<file path="src/verilog/mid_pkg.sv">
// Notes on behaviour
// - Single word is opcode plus operand fields
// - Four double-word forms take operands from both
// - Lone second word executes as no_operation
// - One cycle; taken test or jump adds no-op
// - Double-word forms take two instruction cycles
// - Instruction cycle equals four clock periods
// - Destination bit picks accumulator or file register
// - Access bit picks access RAM or bank
// - Three-bit field picks bit 0 to 7
// - File field is address or pointer selector
// - Register move carries two 12-bit addresses
// - Literal is 8, 12 or 20 bits
// - Table mode: none, post-inc, post-dec, pre-inc
// - Table uses 21-bit pointer, 8-bit latch
// - Fast bit selects shadow save and restore
// - Branch offset signed; call/goto/return absolute
// - Base set plus eight extended instructions
// - Arithmetic ops report their status flag mask
// - Byte format opcode 15:10, d 9, a 8, f 7:0
// - Goto/call address: 8 bits first, 12 second
`default_nettype none
package mid_pkg;
    localparam logic [1:0] PHASE_LAST = 2'h3;
    localparam logic [7:0] ADDR_CTRL = 8'h00;
    localparam logic [7:0] ADDR_STAT = 8'h04;
    localparam logic [7:0] ADDR_TPTR = 8'h08;
    localparam logic [7:0] ADDR_TLAT = 8'h0C;
    localparam logic [1:0] CTRL_RST = 2'h0;
    localparam logic [20:0] TPTR_RST = 21'h000000;
    localparam logic [7:0] TLAT_RST = 8'h00;
    localparam logic [3:0] OP_MOVFF = 4'hC;
    localparam logic [3:0] OP_REL = 4'hD;
    localparam logic [3:0] OP_SECOND = 4'hF;
    localparam logic [7:0] OP_GOTO = 8'hEF;
    localparam logic [6:0] OP_CALL = 7'h76;
    localparam logic [9:0] OP_LFSR = 10'h3B8;
    localparam logic [4:0] OP_BCOND = 5'h1C;
    localparam logic [5:0] OP_EXT = 6'h3A;
    localparam logic [7:0] OP_CTL = 8'h00;
    localparam logic [4:0] OP_LIT = 5'h01;
    localparam logic [7:0] OP_MOVLB = 8'h01;
    localparam logic [4:0] SUB_TBL = 5'h01;
    localparam logic [5:0] SUB_RET = 6'h04;
    localparam logic [4:0] FL_ALL = 5'h1F;
    localparam logic [4:0] FL_ZN = 5'h05;
    localparam logic [4:0] FL_Z = 5'h04;
    localparam logic [1:0] TM_NONE = 2'h0;
    localparam logic [1:0] TM_POSTINC = 2'h1;
    localparam logic [1:0] TM_POSTDEC = 2'h2;
    localparam logic [1:0] TM_PREINC = 2'h3;
    localparam logic [1:0] LW_8 = 2'h0;
    localparam logic [1:0] LW_12 = 2'h1;
    localparam logic [1:0] LW_20 = 2'h2;

    typedef enum logic [3:0] {
        C_NOP, C_BYTE, C_BIT, C_LIT, C_MOVFF, C_LFSR, C_GOTO, C_CALL,
        C_REL, C_TBL, C_RET, C_EXT
    } mid_cls_t;

    typedef enum logic [1:0] {ST_RUN, ST_SECOND, ST_FILL} mid_fsm_t;

    // Flag mask order: carry, digit carry, zero, overflow, negative
    typedef struct packed {
        mid_cls_t cls;
        logic [5:0] op6;
        logic dest_file;
        logic wr_acc;
        logic acc_bank;
        logic [7:0] file_addr;
        logic [2:0] bit_idx;
        logic [1:0] fsr_sel;
        logic [11:0] src12;
        logic [11:0] dst12;
        logic [19:0] lit;
        logic [1:0] lit_w;
        logic [1:0] tbl_mode;
        logic tbl_wr;
        logic fast;
        logic [20:0] offset;
        logic is_abs;
        logic [4:0] flag_mask;
        logic [1:0] cycles;
    } mid_dec_t;

    typedef struct packed {
        logic [1:0] phase;
        mid_fsm_t fsm;
        logic [15:0] first;
        mid_dec_t dec;
        logic dvalid;
        logic fetch;
        logic en;
        logic ext;
        logic [20:0] tptr;
        logic [20:0] taddr;
        logic [7:0] tlat;
        logic tpend;
        logic tbl_rd;
        logic tbl_wr;
        logic [15:0] count;
        logic [31:0] rdata;
    } mid_state_t;
endpackage : mid_pkg
`default_nettype wire
</file>
<file path="src/verilog/mid_decoder.sv">
// Decided for this implementation: the register offsets and strobed register access.
`default_nettype none
module mid_decoder (
    // Clock and reset
    input wire logic clk_i,
    input wire logic rst_i,
    // Register port
    input wire logic [7:0] addr_i,
    input wire logic [31:0] wdata_i,
    input wire logic wr_i,
    input wire logic rd_i,
    output logic [31:0] rdata_o,
    // Program memory side
    input wire logic [15:0] word_i,
    input wire logic pc_change_i,
    output logic fetch_o,
    // Table access
    input wire logic [7:0] tbl_data_i,
    output logic [20:0] tbl_addr_o,
    output logic tbl_rd_o,
    output logic tbl_wr_o,
    output logic [7:0] tbl_wdata_o,
    // Decoded instruction
    output mid_pkg::mid_dec_t dec_o,
    output logic dec_valid_o
);
    import mid_pkg::*;

    mid_state_t s_reg;
    mid_state_t s_next;
    logic ce;
    mid_dec_t d1;

    function automatic mid_dec_t nop_dec();
        mid_dec_t r;
        r = '0;
        r.cls = C_NOP;
        r.cycles = 2'd1;
        return r;
    endfunction : nop_dec

    function automatic logic [4:0] flags_of(input logic [5:0] op);
        logic [4:0] m;
        m = 5'h00;
        case (op)
            6'h01, 6'h08, 6'h09, 6'h0A: m = FL_ALL;
            6'h04, 6'h05, 6'h07: m = FL_ZN;
            6'h1A: m = FL_Z;
            default: m = 5'h00;
        endcase
        return m;
    endfunction : flags_of

    function automatic logic is_dw(input logic [15:0] w);
        return w[15:12] == OP_MOVFF || w[15:8] == OP_GOTO
            || w[15:9] == OP_CALL || w[15:6] == OP_LFSR;
    endfunction : is_dw

    function automatic mid_dec_t decode1(input logic [15:0] w, input logic ext);
        mid_dec_t r;
        r = nop_dec();
        r.op6 = w[15:10];
        r.file_addr = w[7:0];
        r.acc_bank = w[8];
        r.dest_file = w[9];
        r.bit_idx = w[11:9];
        r.lit = {12'h000, w[7:0]};
        r.lit_w = LW_8;
        if (w[15:12] == OP_SECOND) begin
            r.cls = C_NOP;
        end else if (w[15:12] == OP_REL) begin
            r.cls = C_REL;
            r.offset = {{10{w[10]}}, w[10:0]};
            r.cycles = 2'd2;
        end else if (w[15:11] == OP_BCOND) begin
            r.cls = C_REL;
            r.offset = {{13{w[7]}}, w[7:0]};
        end else if (w[15:10] == OP_EXT) begin
            r.cls = ext ? C_EXT : C_NOP;
        end else if (w[15:12] >= 4'h7 && w[15:12] <= 4'hB) begin
            r.cls = C_BIT;
        end else if (w[15:8] == OP_CTL) begin
            if (w[7:3] == SUB_TBL) begin
                r.cls = C_TBL;
                r.tbl_mode = w[1:0];
                r.tbl_wr = w[2];
            end else if (w[7:2] == SUB_RET) begin
                r.cls = C_RET;
                r.fast = w[0];
                r.is_abs = 1'b1;
                r.cycles = 2'd2;
            end
        end else if (w[15:11] == OP_LIT || w[15:8] == OP_MOVLB) begin
            r.cls = C_LIT;
        end else if (w[15:12] <= 4'h6) begin
            r.cls = C_BYTE;
            r.wr_acc = ~w[9];
            r.flag_mask = flags_of(w[15:10]);
        end
        return r;
    endfunction : decode1

    function automatic mid_dec_t decode2(input logic [15:0] f, input logic [15:0] w);
        mid_dec_t r;
        r = nop_dec();
        r.cycles = 2'd2;
        r.op6 = f[15:10];
        if (w[15:12] == OP_SECOND) begin
            if (f[15:12] == OP_MOVFF) begin
                r.cls = C_MOVFF;
                r.src12 = f[11:0];
                r.dst12 = w[11:0];
            end else if (f[15:6] == OP_LFSR) begin
                r.cls = C_LFSR;
                r.fsr_sel = f[5:4];
                r.lit = {8'h00, f[3:0], w[7:0]};
                r.lit_w = LW_12;
            end else begin
                r.cls = (f[15:8] == OP_GOTO) ? C_GOTO : C_CALL;
                r.fast = (f[15:8] == OP_GOTO) ? 1'b0 : f[8];
                r.lit = {w[11:0], f[7:0]};
                r.lit_w = LW_20;
                r.is_abs = 1'b1;
            end
        end
        return r;
    endfunction : decode2

    assign d1 = decode1(word_i, s_reg.ext);
    assign ce = s_reg.en && s_reg.phase == PHASE_LAST;

    always_comb begin
        s_next = s_reg;
        s_next.dvalid = 1'b0;
        s_next.fetch = 1'b0;
        s_next.tbl_rd = 1'b0;
        s_next.tbl_wr = 1'b0;
        s_next.rdata = 32'h00000000;
        s_next.phase = s_reg.en ? s_reg.phase + 2'h1 : 2'h0;
        if (wr_i) begin
            case (addr_i)
                ADDR_CTRL: {s_next.ext, s_next.en} = wdata_i[1:0];
                ADDR_TPTR: s_next.tptr = wdata_i[20:0];
                ADDR_TLAT: s_next.tlat = wdata_i[7:0];
                default: ;
            endcase
        end
        if (rd_i) begin
            case (addr_i)
                ADDR_CTRL: s_next.rdata = {30'h00000000, s_reg.ext, s_reg.en};
                ADDR_STAT: s_next.rdata = {s_reg.count, 14'h0000, s_reg.fsm};
                ADDR_TPTR: s_next.rdata = {11'h000, s_reg.tptr};
                ADDR_TLAT: s_next.rdata = {24'h000000, s_reg.tlat};
                default: s_next.rdata = 32'h00000000;
            endcase
        end
        if (ce) begin
            s_next.fetch = 1'b1;
            s_next.dvalid = 1'b1;
            if (s_reg.tpend) begin
                // Memory answers within one instruction cycle
                s_next.tlat = tbl_data_i;
                s_next.tpend = 1'b0;
            end
            case (s_reg.fsm)
                ST_RUN: begin
                    if (pc_change_i) begin
                        s_next.dec = nop_dec();
                    end else if (is_dw(word_i)) begin
                        s_next.first = word_i;
                        s_next.fsm = ST_SECOND;
                        s_next.dvalid = 1'b0;
                    end else begin
                        s_next.dec = d1;
                        if (d1.cycles == 2'd2) begin
                            s_next.fsm = ST_FILL;
                        end
                        if (d1.cls == C_TBL) begin
                            s_next.taddr = (d1.tbl_mode == TM_PREINC) ?
                                s_reg.tptr + 21'h000001 : s_reg.tptr;
                            case (d1.tbl_mode)
                                TM_POSTINC, TM_PREINC: s_next.tptr = s_reg.tptr + 21'h000001;
                                TM_POSTDEC: s_next.tptr = s_reg.tptr - 21'h000001;
                                default: s_next.tptr = s_reg.tptr;
                            endcase
                            s_next.tbl_wr = d1.tbl_wr;
                            s_next.tbl_rd = ~d1.tbl_wr;
                            s_next.tpend = ~d1.tbl_wr;
                        end
                    end
                end
                ST_SECOND: begin
                    s_next.dec = decode2(s_reg.first, word_i);
                    s_next.fsm = ST_RUN;
                end
                ST_FILL: begin
                    s_next.dec = nop_dec();
                    s_next.fsm = ST_RUN;
                end
                default: s_next.fsm = ST_RUN;
            endcase
            if (s_next.dvalid) begin
                s_next.count = s_reg.count + 16'h0001;
            end
        end
    end

    always_ff @(posedge clk_i or posedge rst_i) begin
        if (rst_i) begin
            s_reg <= '0;
            s_reg.fsm <= ST_RUN;
            s_reg.dec.cls <= C_NOP;
            {s_reg.ext, s_reg.en} <= CTRL_RST;
            s_reg.tptr <= TPTR_RST;
            s_reg.tlat <= TLAT_RST;
        end else begin
            s_reg <= s_next;
        end
    end

    assign rdata_o = s_reg.rdata;
    assign fetch_o = s_reg.fetch;
    assign tbl_addr_o = s_reg.taddr;
    assign tbl_rd_o = s_reg.tbl_rd;
    assign tbl_wr_o = s_reg.tbl_wr;
    assign tbl_wdata_o = s_reg.tlat;
    assign dec_o = s_reg.dec;
    assign dec_valid_o = s_reg.dvalid;
endmodule : mid_decoder
`default_nettype wire

</file>
<file path="config.mk">
export PLATFORM = sky130hd
export DESIGN_NAME = mid_decoder
export DESIGN_NICKNAME = d
export VERILOG_FILES = /design/src/verilog/mid_pkg.sv /design/src/verilog/mid_decoder.sv
export SDC_FILE = /design/constraint.sdc
export NUM_CORES = 1
export LEC_CHECK = 0
export ABC_CLOCK_PERIOD_IN_PS = 7500
export BUFFER_PORTS_ARGS = -buffer_cell sky130_fd_sc_hd__buf_4
export CAP_MARGIN = 20
export CORE_ASPECT_RATIO = 1.4
export CORE_MARGIN = 4
export CORE_UTILIZATION = 45
export CTS_BUF_LIST = sky130_fd_sc_hd__clkbuf_4
export CTS_CLUSTER_SIZE = 40
export DETAILED_ROUTE_END_ITERATION = 16
export PLACE_DENSITY = 0.8
export SKIP_LAST_GASP = 1
export SLEW_MARGIN = 20
export SYNTH_ARGS = -nofsm -noshare
export SYNTH_HDL_FRONTEND = slang
export SYNTH_SLANG_ARGS = --single-unit
export TNS_END_PERCENT = 20
</file>
<file path="constraint.sdc">
create_clock -name clk_i -period 7.5 [get_ports clk_i]
set_clock_uncertainty 0.2 [all_clocks]
set_input_delay 1.5 -clock clk_i [delete_from_list [all_inputs] [get_ports clk_i]]
set_output_delay 1.5 -clock clk_i [all_outputs]
set_load 0.05 [all_outputs]
</file>
==> qor.yml <==
cap_violations: 0
yosys_most_used_dff: "dfrtp_1"
critPathKind: "input pin to register"
postCtsSetupBuffers: 0
worst-r2r-cell-count: 8
worst_slew_pin_slew_ns: 0.999
run_status: "finished, final reports clean"
post_cts_resize_count: 0
port_buffers: 227
synthesis.area_per_instance_sq_um: 9.54
setup-violations-final: 0
cts_inserted_buffers: 55
die_y_um: 197
rows: 69
crit-reg2reg-launch: "s_reg[226]$_DFFE_PP0P_"
ys_types: 67
final_min_period_over_clock_period_pct: 52.5
final_max_slew_viol_count: 0
top_level_ports: 239
grt_start_max_net_pins: 162
gp_congestion: 0.934
yosysSeqAreaShare_pct: 47.1
synth-edff-count: 0
worst_ep_required_time_ns: 7.90
routed-via-count: 8965
cp_slowest_cell: "or4_1"
fin_tns_setup_ns: 0
rsz0062_at_grt: "no"
yosysWarningCount: 0
min_path_type: "register to register"
antenna_found_initial: 4
clk-insertion-delay-late_ns: 0.70
syn-num-nets: 1285
achievable-frequency_mhz: 254
worst_path_largest_cell_delay_ns: 0.73
num-nets-final: 1337
largest_register_ff_count: 92
startpoint_type: "input pin"
critical_path.endpoint: "s_reg[88]$_DFFE_PP0P_"
timing.hold.ws_ns: 0.233
cp_cell_sequence: "buf_4 -> or4_4 -> or4_1 -> or3_1 -> a21oi_2 -> nor3_1 -> a211oi_1"
routed_wirelength_um: 31700
leakage_nw: 6.08
cp.arrival_ns: 4.34
crit-reg2reg-capture: "dec_o[41]$_DFFE_PP0P_"
syn-cell-area_sq_mm: 0.0115
crit_path_max_fanout: 23
routed-wl-met3_um: 2570
setup_ws_ns: 3.56
ctsRootBufferMaster: "clkbuf_4"
layout-area-overhead-vs-synth_pct: 11.6
h-tree-depth: 2
via_count_of_the_first_global_routing_pass: 8837
combined_global_route_utilization_of_all_metal_layers_pct: 22.0
timing.critical_path.to_type: "register"
drc: 0
clkSlewWorstSetupHoldPaths_ns: 0.06
grt_first_pass_wirelength_um: 48600
viasPerCell: 5.53
total_of_flip_flops_plus_latches_after_synthesis: 217
drive_gt1_share_pct: 27.9
die_area_sq_mm: 0.0283
timing.reg2reg.setup_slack_ns: 3.65
post_cts_hold_buffer_count: 0
critical_path.startpoint: "word_i[13]"
die_w_um: 143
preCtsSetupSlack_ns: 2.87
detail-route-antenna-nets: 0
dr_wl_met2_um: 16400
floorplan.core_area_sq_mm: 0.0253
gr-total-overflow: 0
route.detailed.wl_per_inst_um: 19.6
final_core_util_pct: 50.8
drt_pass1_iterations: 5
dp_hpwl_um: 22600
start_util_pct: 45.5
power_per_cell_area_mw_per_mm2: 190
tritoncts: "yes"
highest_layer: "met5"
synthCells: 1208
cts_sinks: 217
detail_route.iter0.violations: 580
worst_case_vdd_ir_drop_v: 0.000111
period_minus_slack_ns: 3.94
cts.path.max_buffers: 3
async_reset_ff_share_pct: 100
route.layer.met1.wl_um: 11600
max_slew_margin_pct: 32.9
timing_hold_violations_final: 0
-- layout by cell type (no fill, tap or decap), types with 21 or more instances in the layout --
master and instances:
nand4_1 25, a21oi_1 21, a22o_1 34, nor2_1 70
xnor2_1 28, clkbuf_4 77, dfrtp_1 217, nor3_1 37
o21ai_0 79, nand2_1 156, buf_4 238, a22oi_1 22
-- per-layer routing --
metal | up-vias | track usage (%)
li1 | 4174 | -
met1 | 4311 | 25.8
met2 | 402 | 38.9
met3 | 72 | 5.16
met4 | 6 | 8.51
met5 | - | 0
-- critical path: cells and delay by family --
family,cells,cell delay (ns)
buffers and inverters,1,0.19
AO/OA/AOI/OAI,2,0.52
AND/OR/NAND/NOR,4,2.12
-- cell type report --
class                           instances  area, sq um
Inverter                               17         67.6
Clock inverter                         20          103
Clock buffer                           77          578
Tap cell                              319          399
Timing Repair Buffer                  239         1810
Multi-Input combinational cell        730         4470
Fill cell                            2329        12400
Sequential cell                       217         5430
Antenna cell                            1         2.50
-- synthesized netlist by cell type (3+ instances only) --
cell | number | area [sq um]
a211oi_1 | 14 | 105
a21boi_0 | 4 | 30.0
a21o_1 | 3 | 22.5
a21oi_1 | 21 | 105
a21oi_2 | 6 | 52.6
a22o_1 | 34 | 298
a22oi_1 | 22 | 165
a31oi_1 | 5 | 31.3
and2_1 | 20 | 125
and3_1 | 11 | 68.8
and4_1 | 4 | 35.0
buf_1 | 6 | 22.5
buf_2 | 12 | 60.1
buf_4 | 166 | 1250
clkbuf_1 | 59 | 221
dfrtp_1 | 217 | 5430
ha_1 | 8 | 100
inv_1 | 17 | 63.8
mux2_2 | 17 | 191
mux2i_1 | 20 | 200
nand2_1 | 156 | 586
nand2b_1 | 9 | 56.3
nand3_1 | 17 | 85.1
nand4_1 | 25 | 156
nor2_1 | 70 | 263
nor2b_1 | 16 | 100
nor3_1 | 37 | 185
nor3b_1 | 3 | 22.5
nor4_1 | 9 | 56.3
o2111ai_1 | 3 | 26.3
o211ai_1 | 3 | 22.5
o21ai_0 | 79 | 395
o22ai_1 | 4 | 25.0
o31ai_1 | 14 | 105
or2_2 | 8 | 50.1
or3_1 | 6 | 37.5
or4_1 | 9 | 67.6
xnor2_1 | 28 | 245
xor2_1 | 7 | 61.3
-- worst min path at each step --
stage | start | end | slack [ns] | cells past startpoint
final | s_reg[228]$_DFF_PP0_ | s_reg[228]$_DFF_PP0_ | 0.23 | 1
after CTS | s_reg[228]$_DFF_PP0_ | s_reg[228]$_DFF_PP0_ | 0.24 | 1
after global routing | s_reg[228]$_DFF_PP0_ | s_reg[228]$_DFF_PP0_ | 0.27 | 1
after global placement | s_reg[228]$_DFF_PP0_ | s_reg[228]$_DFF_PP0_ | 0.22 | 1
after detailed placement | s_reg[228]$_DFF_PP0_ | s_reg[228]$_DFF_PP0_ | 0.23 | 1
after floorplan | s_reg[228]$_DFF_PP0_ | s_reg[228]$_DFF_PP0_ | 0.21 | 1
-- stage by stage --
| stage | instance area, sq um | instances | power [mW] |
|---|---|---|---|
| after detailed placement | 12200 | 1522 | 1.47 |
| after floorplan | 11500 | 1208 | 1.40 |
| after global routing | 12900 | 1620 | 2.56 |
| after global placement | 12200 | 1522 | 1.47 |
| after CTS | 12900 | 1619 | 2.47 |
| final | 12900 | 1620 | 2.44 |
-- cell families after synthesis --
kind of cell	Yosys count	synth area share, %
xor+xnor	35	2.66
flops	217	47.1
compound gates	231	13.6
buf+inv	261	14.1
fa+ha+maj	8	0.869
simple gates	417	17.8
mux	39	3.79
-- power by group --
part	switching, mW	internal, mW
Clock	0.487	0.506
Combinational	0.148	0.0755
Sequential	0.0356	1.19
Note: power is estimated with default switching activity, not from simulation.
